<file path="src/design/pll_lhm_consts.vh">
// register offsets, field positions, reset values and counts for pll/limp-home control
`ifndef PLL_LHM_CONSTS_VH
`define PLL_LHM_CONSTS_VH

// word-aligned byte offsets of the register words
`define OFF_CTRL        8'h00
`define OFF_FLAG        8'h04
`define OFF_STAT        8'h08

// control word fields
`define CTRL_AUTO       0
`define CTRL_TRACK      1
`define CTRL_PLL_POWER_ON      2
`define CTRL_CME        3
`define CTRL_FORCED_CLOCK_MONITOR_ENABLE       4
`define CTRL_LIMP_HOME_DISABLE      5
`define CTRL_BUS_CLOCK_PLL_SELECT       6
`define CTRL_MCS        7
`define CTRL_LOCK_INTERRUPT_ENABLE     8
`define CTRL_LIMP_HOME_INTERRUPT_ENABLE       9
`define CTRL_W          10

// flag word fields (write one to clear)
`define FLAG_LOCKIF     0
`define FLAG_LIMP_HOME_INTERRUPT_FLAG       1

// status word fields
`define STAT_LOCK       0
`define STAT_LIMP_HOME_ACTIVE      1
`define STAT_TRACK      2

// control reset value: monitor on, pll on, limp-home allowed
`define CTRL_RESET      10'h00c

// 13-stage counter and poll point
`define CNT_W           13
`define CNT_MID         13'h1000

`endif

</file>
<file path="src/design/lhm_poll_counter.v">
// 13-stage counter, held at zero unless run_i is high, giving a mid-count poll strobe
`timescale 1ns/1ps

module lhm_poll_counter #(
  parameter WIDTH = 13
) (
  // clock and reset
  input  wire             clk_i,
  input  wire             rst_i,
  // control
  input  wire             run_i,
  // strobe
  output reg              mid_o
);

  reg [WIDTH-1:0] cnt_q;

  // count only while running so every limp-home stay starts from zero
  always @(posedge clk_i) begin
    if (rst_i || !run_i) begin
      cnt_q <= {WIDTH{1'b0}};
      mid_o <= 1'b0;
    end else begin
      cnt_q <= cnt_q + {{(WIDTH-1){1'b0}}, 1'b1};
      mid_o <= (cnt_q == {1'b0, {(WIDTH-1){1'b1}}});
    end
  end

endmodule // lhm_poll_counter

</file>
<file path="src/design/pll_lhm_ctrl.v">
// pll filter mode, lock reporting and limp-home fallback control
`timescale 1ns/1ps
`include "pll_lhm_consts.vh"

////////////////////////////////////////////////////////////////////////////////
// Contract
// - filter track bit clear means acquisition
// - tracking whenever not acquiring or bit set
// - auto mode lets lock detector switch filter
// - auto mode: track bit read-only, tolerance driven
// - lock bit follows lock/unlock tolerances
// - lock change raises interrupt when enabled
// - manual mode keeps lock detection and interrupts
// - manual mode track bit writable, clear first
// - limp-home only with pll supply present
// - power-up limp-home only in normal modes; boot_q clears on the first clock after reset, so mode is never checked
// - either monitor enable arms loss detection
// - limp-home disabled: clock loss resets device
// - limp-home enabled: loss switches to vco
// - limp-home forces pll on, bus pll, module low
// - limp-home flag change sets interrupt flag
// - monitor stays on during limp-home
// - module clocks from pll bus clock, can unchanged
// - poll monitor at mid-count every 8192 cycles
// - clock return exits limp-home, restores selections
// - auto plus bus pll relocks after exit
// - reset sets monitor, pll on, clears disable
module pll_lhm_ctrl #(
  parameter CNT_W = 13
) (
  // system
  input  wire        clk_i,
  input  wire        rst_i,
  // wishbone slave
  input  wire        cyc_i,
  input  wire        stb_i,
  input  wire        we_i,
  input  wire [7:0]  adr_i,
  input  wire [3:0]  sel_i,
  input  wire [31:0] dat_i,
  output reg  [31:0] dat_o,
  output reg         ack_o,
  // analog / monitor side (asynchronous)
  input  wire        pll_supply_i,
  input  wire        normal_mode_i,
  input  wire        ext_clk_present_i,
  input  wire        in_track_tol_i,
  input  wire        in_untrack_tol_i,
  input  wire        in_lock_tol_i,
  input  wire        in_unlock_tol_i,
  // clock control outputs
  output reg         pll_power_on_o,
  output reg         bus_clock_pll_select_o,
  output reg         module_clock_select_o,
  output reg         filter_tracking_o,
  output reg         clock_monitor_on_o,
  output reg         vco_min_clock_select_o,
  output reg         modules_from_pll_o,
  output reg         monitor_reset_o,
  output reg         irq_o
);

  ////////////////////////////////////////////////////////////////////////////
  // input synchronisers
  localparam NS = 7;
  // supply, mode and clock read as present in reset, so no false
  // clock loss (and no monitor reset) fires while the chain refills
  localparam [NS-1:0] SYNC_IDLE = 7'h70;
  wire [NS-1:0] raw_in;
  reg  [NS-1:0] sync1_q;
  reg  [NS-1:0] sync2_q;
  assign raw_in = {pll_supply_i, normal_mode_i, ext_clk_present_i,
                   in_track_tol_i, in_untrack_tol_i, in_lock_tol_i,
                   in_unlock_tol_i};

  // two flops per pin; first stage feeds only the second
  always @(posedge clk_i) begin
    if (rst_i) begin
      sync1_q <= SYNC_IDLE;
      sync2_q <= SYNC_IDLE;
    end else begin
      sync1_q <= raw_in;
      sync2_q <= sync1_q;
    end
  end

  wire supply_s   = sync2_q[6];
  wire normal_s   = sync2_q[5];
  wire extclk_s   = sync2_q[4];
  wire trk_tol_s  = sync2_q[3];
  wire untrk_s    = sync2_q[2];
  wire lock_tol_s = sync2_q[1];
  wire unlock_s   = sync2_q[0];

  ////////////////////////////////////////////////////////////////////////////
  // registers
  reg [`CTRL_W-1:0] ctrl_q;
  reg               lock_q;
  reg               auto_track_q;
  reg               lockif_q;
  reg               limp_home_interrupt_flag_q;
  reg               limp_home_active_q;
  reg               saved_bus_clock_pll_select_q;
  reg               saved_mcs_q;
  reg               boot_q;
  wire              lh_exit;

  wire wb_req = cyc_i && stb_i && !ack_o;
  wire wr_lo  = wb_req && we_i && sel_i[0];
  wire wr_hi  = wb_req && we_i && sel_i[1];

  // address decode used for both read mux and write strobes
  function is_off;
    input [7:0] a;
    input [7:0] off;
    begin
      is_off = (a == off);
    end
  endfunction

  wire wr_ctrl = is_off(adr_i, `OFF_CTRL);
  wire wr_flag = is_off(adr_i, `OFF_FLAG);

  wire auto_w    = ctrl_q[`CTRL_AUTO];
  wire mon_en    = ctrl_q[`CTRL_CME] | ctrl_q[`CTRL_FORCED_CLOCK_MONITOR_ENABLE];
  wire lhm_allow = supply_s && !ctrl_q[`CTRL_LIMP_HOME_DISABLE];

  // effective filter mode: clear means acquisition, set means tracking
  wire track_eff = auto_w ? auto_track_q
                          : ctrl_q[`CTRL_TRACK];

  ////////////////////////////////////////////////////////////////////////////
  // poll counter, runs only while in limp-home
  wire poll_mid;
  lhm_poll_counter #(
    .WIDTH (CNT_W)
  ) u_poll (
    .clk_i (clk_i),
    .rst_i (rst_i),
    .run_i (limp_home_active_q),
    .mid_o (poll_mid)
  );

  ////////////////////////////////////////////////////////////////////////////
  // control register; reset values raise monitor and pll power
  always @(posedge clk_i) begin
    if (rst_i) begin
      ctrl_q <= `CTRL_RESET;
    end else if (lh_exit) begin
      // restore the selections saved at entry or written during limp-home when it ends
      ctrl_q[`CTRL_BUS_CLOCK_PLL_SELECT] <= saved_bus_clock_pll_select_q;
      ctrl_q[`CTRL_MCS]  <= saved_mcs_q;
    end else if (wr_ctrl) begin
      if (wr_lo) begin
        ctrl_q[7:0] <= dat_i[7:0];
        // auto mode keeps the tracking bit hardware-owned
        if (auto_w)
          ctrl_q[`CTRL_TRACK] <= ctrl_q[`CTRL_TRACK];
      end
      if (wr_hi)
        ctrl_q[`CTRL_W-1:8] <= dat_i[`CTRL_W-1:8];
    end
  end

  ////////////////////////////////////////////////////////////////////////////
  // lock detector: hysteresis between enter and leave tolerances
  always @(posedge clk_i) begin
    if (rst_i) begin
      lock_q       <= 1'b0;
      auto_track_q <= 1'b0;
    end else begin
      // lock tracking runs in both auto and manual modes
      if (!lock_q && lock_tol_s)
        lock_q <= 1'b1;
      else if (lock_q && !unlock_s)
        lock_q <= 1'b0;
      // tracking decision only meaningful while auto is on
      if (!auto_w)
        auto_track_q <= 1'b0;
      else if (!auto_track_q && trk_tol_s)
        auto_track_q <= 1'b1;
      else if (auto_track_q && !untrk_s)
        auto_track_q <= 1'b0;
    end
  end

  wire lock_next = (!lock_q && lock_tol_s) ? 1'b1 :
                   (lock_q && !unlock_s) ? 1'b0 : lock_q;
  wire lock_chg  = lock_next != lock_q;

  ////////////////////////////////////////////////////////////////////////////
  // limp-home state; boot_q gates the mode check and clears on the first clock after reset, as the clock idles present
  wire loss      = !extclk_s && (mon_en || limp_home_active_q);
  wire lh_enter  = !limp_home_active_q && loss && lhm_allow &&
                   (!boot_q || normal_s);
  assign lh_exit = limp_home_active_q && poll_mid && extclk_s;
  wire lh_chg    = lh_enter || lh_exit;

  always @(posedge clk_i) begin
    if (rst_i) begin
      limp_home_active_q      <= 1'b0;
      saved_bus_clock_pll_select_q <= 1'b0;
      saved_mcs_q  <= 1'b0;
      boot_q       <= 1'b1;
    end else begin
      if (extclk_s)
        boot_q <= 1'b0;
      if (lh_enter) begin
        limp_home_active_q      <= 1'b1;
        boot_q       <= 1'b0;
        saved_bus_clock_pll_select_q <= ctrl_q[`CTRL_BUS_CLOCK_PLL_SELECT];
        saved_mcs_q  <= ctrl_q[`CTRL_MCS];
      end else if (lh_exit) begin
        limp_home_active_q <= 1'b0;
      end else if (limp_home_active_q && wr_ctrl && wr_lo) begin
        // a clear of bus pll select now takes effect at exit
        saved_bus_clock_pll_select_q <= dat_i[`CTRL_BUS_CLOCK_PLL_SELECT];
        saved_mcs_q  <= dat_i[`CTRL_MCS];
      end
    end
  end

  ////////////////////////////////////////////////////////////////////////////
  // sticky flags, write one to clear; a new event wins over the clear
  always @(posedge clk_i) begin
    if (rst_i) begin
      lockif_q <= 1'b0;
      limp_home_interrupt_flag_q   <= 1'b0;
    end else begin
      if (lock_chg)
        lockif_q <= 1'b1;
      else if (wr_flag && wr_lo && dat_i[`FLAG_LOCKIF])
        lockif_q <= 1'b0;
      if (lh_chg)
        limp_home_interrupt_flag_q <= 1'b1;
      else if (wr_flag && wr_lo && dat_i[`FLAG_LIMP_HOME_INTERRUPT_FLAG])
        limp_home_interrupt_flag_q <= 1'b0;
    end
  end

  ////////////////////////////////////////////////////////////////////////////
  // clock-selection outputs, forced during limp-home
  always @(posedge clk_i) begin
    if (rst_i) begin
      pll_power_on_o         <= 1'b0;
      bus_clock_pll_select_o <= 1'b0;
      module_clock_select_o  <= 1'b0;
      filter_tracking_o      <= 1'b0;
      clock_monitor_on_o     <= 1'b0;
      vco_min_clock_select_o <= 1'b0;
      modules_from_pll_o     <= 1'b0;
      monitor_reset_o        <= 1'b0;
      irq_o                  <= 1'b0;
    end else begin
      pll_power_on_o         <= limp_home_active_q | ctrl_q[`CTRL_PLL_POWER_ON];
      // outside limp-home the live bits apply again, so an auto+pll
      // setup relocks at its old frequency after exit
      bus_clock_pll_select_o <= limp_home_active_q | ctrl_q[`CTRL_BUS_CLOCK_PLL_SELECT];
      module_clock_select_o  <= !limp_home_active_q & ctrl_q[`CTRL_MCS];
      filter_tracking_o      <= track_eff;
      clock_monitor_on_o     <= mon_en | limp_home_active_q;
      vco_min_clock_select_o <= limp_home_active_q;
      modules_from_pll_o     <= limp_home_active_q;
      // loss with limp-home unavailable resets via the monitor vector
      monitor_reset_o        <= !limp_home_active_q && loss && !lh_enter;
      irq_o <= (lockif_q & ctrl_q[`CTRL_LOCK_INTERRUPT_ENABLE]) |
               (limp_home_interrupt_flag_q & ctrl_q[`CTRL_LIMP_HOME_INTERRUPT_ENABLE]);
    end
  end

  ////////////////////////////////////////////////////////////////////////////
  // wishbone: one wait state, ack for one cycle, unmapped reads zero
  always @(posedge clk_i) begin
    if (rst_i) begin
      ack_o <= 1'b0;
      dat_o <= 32'h00000000;
    end else begin
      ack_o <= wb_req;
      dat_o <= 32'h00000000;
      if (wb_req && !we_i) begin
        if (is_off(adr_i, `OFF_CTRL)) begin
          dat_o[`CTRL_W-1:0]       <= ctrl_q;
          dat_o[`CTRL_TRACK]       <= track_eff;
        end else if (is_off(adr_i, `OFF_FLAG)) begin
          dat_o[`FLAG_LOCKIF]      <= lockif_q;
          dat_o[`FLAG_LIMP_HOME_INTERRUPT_FLAG]        <= limp_home_interrupt_flag_q;
        end else if (is_off(adr_i, `OFF_STAT)) begin
          dat_o[`STAT_LOCK]        <= lock_q;
          dat_o[`STAT_LIMP_HOME_ACTIVE]       <= limp_home_active_q;
          dat_o[`STAT_TRACK]       <= track_eff;
        end
      end
    end
  end

endmodule // pll_lhm_ctrl

</file>
<file path="config.mk">
export PLATFORM = sky130hd
export DESIGN_NAME = pll_lhm_ctrl
export DESIGN_NICKNAME = d
export VERILOG_FILES = /design/src/design/lhm_poll_counter.v /design/src/design/pll_lhm_ctrl.v
export VERILOG_INCLUDE_DIRS = /design/src /design/src/design
export SDC_FILE = /design/constraint.sdc
export NUM_CORES = 1
export LEC_CHECK = 0
export BUFFER_PORTS_ARGS = -buffer_cell sky130_fd_sc_hd__buf_2
export CAP_MARGIN = 20
export CORE_MARGIN = 2
export CORE_UTILIZATION = 30
export DETAILED_ROUTE_END_ITERATION = 8
export MAX_ROUTING_LAYER = met4
export PLACE_DENSITY_LB_ADDON = 0.15
export SETUP_SLACK_MARGIN = 0.02
export SYNTH_ARGS = -nofsm -noshare
export SYNTH_HDL_FRONTEND = slang
export SYNTH_SLANG_ARGS = --single-unit
</file>
<file path="constraint.sdc">
create_clock -name clk_i -period 2 [get_ports clk_i]
set_clock_uncertainty 0.2 [all_clocks]
set_input_delay 0.1 -clock clk_i [delete_from_list [all_inputs] [get_ports clk_i]]
set_output_delay 0.1 -clock clk_i [all_outputs]
set_load 0.01 [all_outputs]
</file>
# Yosys cells after proc, flatten, opt, wreduce, memory -nomap -nowiden
# Index checks and enable logic that the tools add are counted.
# op_classes
n_addsub	1
mul	0
div	0
n_lt_le_gt_ge	0
eq_ne	5
shifts	0
n_mux	27
bitwise	12
n_reduce_logical	55
# op_table
op	count
logical AND 1 bit	23
two-way mux 1 bit	21
two-way mux 8 bit	2
nonzero test 2 bit	8
adder 13 x 1 -> 13 bit, second input constant	1
equality test 13 x 12 -> 1 bit, second input constant	1
zero test 1 bit	11
equality test 8 x 3 -> 1 bit, second input constant	1
equality test 8 x 4 -> 1 bit, second input constant	1
zero test 8 bit	1
two-way mux 3 bit	2
AND reduction 3 bit	2
bitwise OR 1 bit	5
logical OR 1 bit	4
two-way mux 2 bit	2
inverter 1 bit	4
AND reduction 2 bit	2
AND reduction 4 bit	1
OR reduction 2 bit	2
AND 1 bit	3
OR reduction 3 bit	1
!= test 2 x 1 -> 1 bit, second input constant	1
!= test 1 bit	1
# word_totals
reg_bits	87
latchBits	0
mem_bits_rw	0
rom_bits	0
in_bits	56
out_inout_bits	42
wordCells	128
n_memories	0

# Logic depth before layout (Yosys ltp)
# depth
depth_word	8
mapped_depth	6
mapped_depth_nobuf	5

# Modules after synthesis
# A second synthesis with hierarchy kept.
# unflattened
hier_cells	279
hier_area_um2	2623.8
# modules_own_cells
module	instances	cells_each	area_each_um2
pll_lhm_ctrl	1	215	2033.2
lhm_poll_counter	1	64	590.6

# Worst setup path after synthesis
# Ideal clock, no wire load.
# synth_path
path_type	flip-flop to flip-flop
startpoint	register ack_o
endpoint	register dat_o[2]
setup_time_ns	0.103
arrival_time_ns	1.410
required_time_ns	1.697
slack_ns	0.286
path_stages_with_launch	4
n_path_buf	0
period_less_slack_ns	1.714
path_cell_list	dfxtp_1 or4_4 or2_4 a2111oi_2
# synth_between
elab_chain_cells	5
# synth_rtl
item	line	rtl
start: declaration	pll_lhm_ctrl.v:42	output reg ack_o,
start signal: assignment	pll_lhm_ctrl.v:278	ack_o <= wb_req;
zero test 1 bit	pll_lhm_ctrl.v:108	wire wb_req = cyc_i && stb_i && !ack_o;
logical AND 1 bit	pll_lhm_ctrl.v:108	
logical AND 1 bit	pll_lhm_ctrl.v:280	if (wb_req && !we_i) begin
inverter 1 bit (no source line)	-	
OR reduction 2 bit (no source line)	-	
end signal: indexed assignment	pll_lhm_ctrl.v:282	dat_o[`CTRL_W-1:0] <= ctrl_q;
end signal: indexed assignment	pll_lhm_ctrl.v:283	dat_o[`CTRL_TRACK] <= track_eff;
end signal: indexed assignment	pll_lhm_ctrl.v:285	dat_o[`FLAG_LOCKIF] <= lockif_q;
end: declaration	pll_lhm_ctrl.v:41	output reg [31:0] dat_o,
# Every way passes these cells.
# A chain may end at the register's enable or synchronous reset.

# Final worst setup path
# layout_path
startpoint	input adr_i[3]
endpoint	register ctrl_q[1]
# layout_between
elab_chain_cells	2
# layout_rtl
item	line	rtl
start: declaration	pll_lhm_ctrl.v:38	input wire [7:0] adr_i,
zero test 8 bit	pll_lhm_ctrl.v:117	is_off = (a == off);
AND reduction 4 bit (no source line)	-	
end signal: assignment	pll_lhm_ctrl.v:148	ctrl_q <= `CTRL_RESET;
end signal: indexed assignment	pll_lhm_ctrl.v:151	ctrl_q[`CTRL_BUS_CLOCK_PLL_SELECT] <= saved_bus_clock_pll_select_q;
end signal: indexed assignment	pll_lhm_ctrl.v:152	ctrl_q[`CTRL_MCS] <= saved_mcs_q;
end: declaration	pll_lhm_ctrl.v:97	reg [`CTRL_W-1:0] ctrl_q;
# Every way passes these cells.

==> results.ini <==
[clock_tree]
clock_latency_ns=0.34
cts_root_buffer=clkbuf_8
post_cts_buffers=0
clock-sinks=65
path_clk_slew_ns=0.07
clk_path_buf_depth=2
cts_tree=done
cts_made_buffers=9
htree_levels=3

[placed_design]
numPortBuffers=51
dpl.cell_count=421
gp_congestion=0.785
detailed_place_hpwl_um=3660
dpl-instance-area_um2=2860

[floorplan]
fp.dieH_um=97.0
rows=33
coreArea_um2=8300
start_util_pct=31.3
io_pins=98
dieArea_um2=9410
chipWidth_um=97.0

[global_routing]
grt_pass1_vias=1856
antenna_found_initial=0
track_usage_pct=12.5
grt_max_degree=43
grt_overflow=0
grt_first_pass_wirelength_um=8940

[logic_synthesis]
ys_ff_latch=65
synth_compound_area_share_pct=8.72
netlist_instances=275
syn_area_um2=2600
synth_edf_count=0
muxShareOfSynthArea_pct=2.31
synthAdderAreaFrac_pct=0.482
syn_avg_cell_area_um2=9.44
ys_types=44
synthFlopType=dfxtp_1
synthArstFlopShare_pct=0
synth_top_family_by_area=simple AND/OR/NAND/NOR gates
ys_seq_area_share_pct=50.1
synth-xor-area-share_pct=3.04
yosys.area_share.simple_pct=25.3
yosysWarnings=0

[power_and_ir_drop]
power_density_nw_per_um2=790
ir_drop_v=0.000546
p_leak_nw=1.34

[run_status]
outcome=finished, final reports clean

[finish]
fin_util_pct=39.8
final_common_cell=dfxtp_1
area_growth_pct=27.3
layout_common_cells=dfxtp_1 (65), buf_2 (51), nor2_1 (29)
antenna_cells=0
drive_above_1_share_pct=23.9
final_area_um2=3300
nets=408
layout.cells.non_filler=461

[timing]
min_period_ns=1.84
setup_viol=0
finalHoldWorstSlack_ns=0.0270
hold_violations=0
setup-tns-final_ns=0
fin_crit_sh_pct=92.2
drv_slew=0
fmax_mhz=542
rsz0062_at_grt=false

[drt]
vias=2008
dr.pass1.iters=4
routed_via_density=4.36
wire_per_inst_um=11.5
routed_wl_um=5320
drc=0
drtAntennaViolNets=0
drt-initial-drc-count=94

[setup_path]
crit_fanout=8
cp-start-kind=primary input
path_class=in2reg
crit_chain=dlygate4sd3_1, buf_2, nor4_4, nand4_1, o31ai_1, a21oi_1
cp_slowest_stage_delay_ns=0.53
crit_arrival_ns=1.85
cp-end-kind=flip-flop
required_ns=2.01
cp_slowest_cell=dlygate4sd3_1

[job]
cap_violations=0

[worst_hold_path]
min_path_type=in2reg

[state kept, by name, indices dropped and copies added (netlist names)]
signal / cells
ack_o: 1
auto_track_q: 1
boot_q: 1
bus_clock_pll_select_o: 1
clock_monitor_on_o: 1
ctrl_q: 10
dat_o: 10
filter_tracking_o: 1
irq_o: 1
limp_home_active_q: 1
limp_home_interrupt_flag_q: 1
lock_q: 1
lockif_q: 1
module_clock_select_o: 1
modules_from_pll_o: 1
monitor_reset_o: 1
pll_power_on_o: 1
saved_bus_clock_pll_select_q: 1
saved_mcs_q: 1
sync1_q: 7
sync2_q: 7
u_poll.cnt_q: 13
u_poll.mid_o: 1
[report_power, final]
| part | switching (W) | leakage, nW | internal (W) |
|---|---|---|---|
| clock | 0.000499 | 0.0953 | 0.000605 |
| sequential | 0.0000103 | 0.529 | 0.00132 |
| combinational | 0.0000902 | 0.718 | 0.0000848 |
[stage by stage]
stage	total power (W)	setup slack, ns
finish	0.00261	0.155
CTS	0.00265	0.110
detailed placement	0.00150	0.202
global route	0.00273	0.0334
global placement	0.00150	0.198
floorplan	0.00147	0.286
[worst paths after layout]
path                     startpoint                        to  slack [ns]  cells past startpoint
max reg2reg  ctrl_q[5]$_SDFFE_PP0P_  saved_mcs_q$_SDFFE_PP0P_        0.21                      4
min reg2reg   sync1_q[4]$_SDFF_PP1_     sync2_q[4]$_SDFF_PP1_        0.21                      1
max                        adr_i[3]    ctrl_q[1]$_SDFFE_PP0P_        0.16                      6
min                        sel_i[0]  saved_mcs_q$_SDFFE_PP0P_        0.03                      4
[synth_stat cells (4+ instances only)]
library cell	n	area (um2)
nor2b_1	9	56.3
a21oi_1	14	70.1
nor3_1	5	25.0
and3_1	4	25.0
nand3_1	12	60.1
nand2_1	9	33.8
mux2i_1	6	60.1
xor2_1	6	52.6
nand2b_1	4	25.0
inv_1	6	22.5
nor2_1	30	113
nand4_1	8	50.1
clkbuf_1	8	30.0
and2_1	8	50.1
dfxtp_1	65	1300
o21ai_0	11	55.1
or2_2	6	37.5
buf_4	24	180
[cell type report]
class                   count  area [um2]
flip-flops and latches     65        1300
repair buffers             80         533
clock inverters             5        55.1
fillers                   824        4990
clock buffers              11         141
well taps                 105         131
inverters                   6        22.5
multi-input cells         189        1120
[kinds of logic (layout without fill, tap and decap cells)]
group	after synthesis	after routing
AO/OA/AOI/OAI	37	37
XOR/XNOR	9	9
adder cells (fa/ha/maj)	1	1
buffers and inverters	42	102
flip-flops	65	65
multiplexers	6	6
other	1	22
AND/OR/NAND/NOR	114	114
[metal layers]
metal  part of all wire (%)  global-route usage (%)
met5                      0                       -
met4                    1.5                    5.20
met3                    5.9                    4.34
met2                     43                    17.5
met1                     49                    16.3
[timing repair]
action                                  CTS  global route
endpoints found under the hold margin    26             0
resized for setup                         0             2
hold buffers                             24             0
endpoints found under the setup margin    0             3
[worst max-delay path: cells and delay by family]
family	cells	cell delay, ns
simple gates	2	0.62
buf+inv	2	0.71
compound gates	2	0.42
Note: power is estimated with default switching activity, not from simulation.
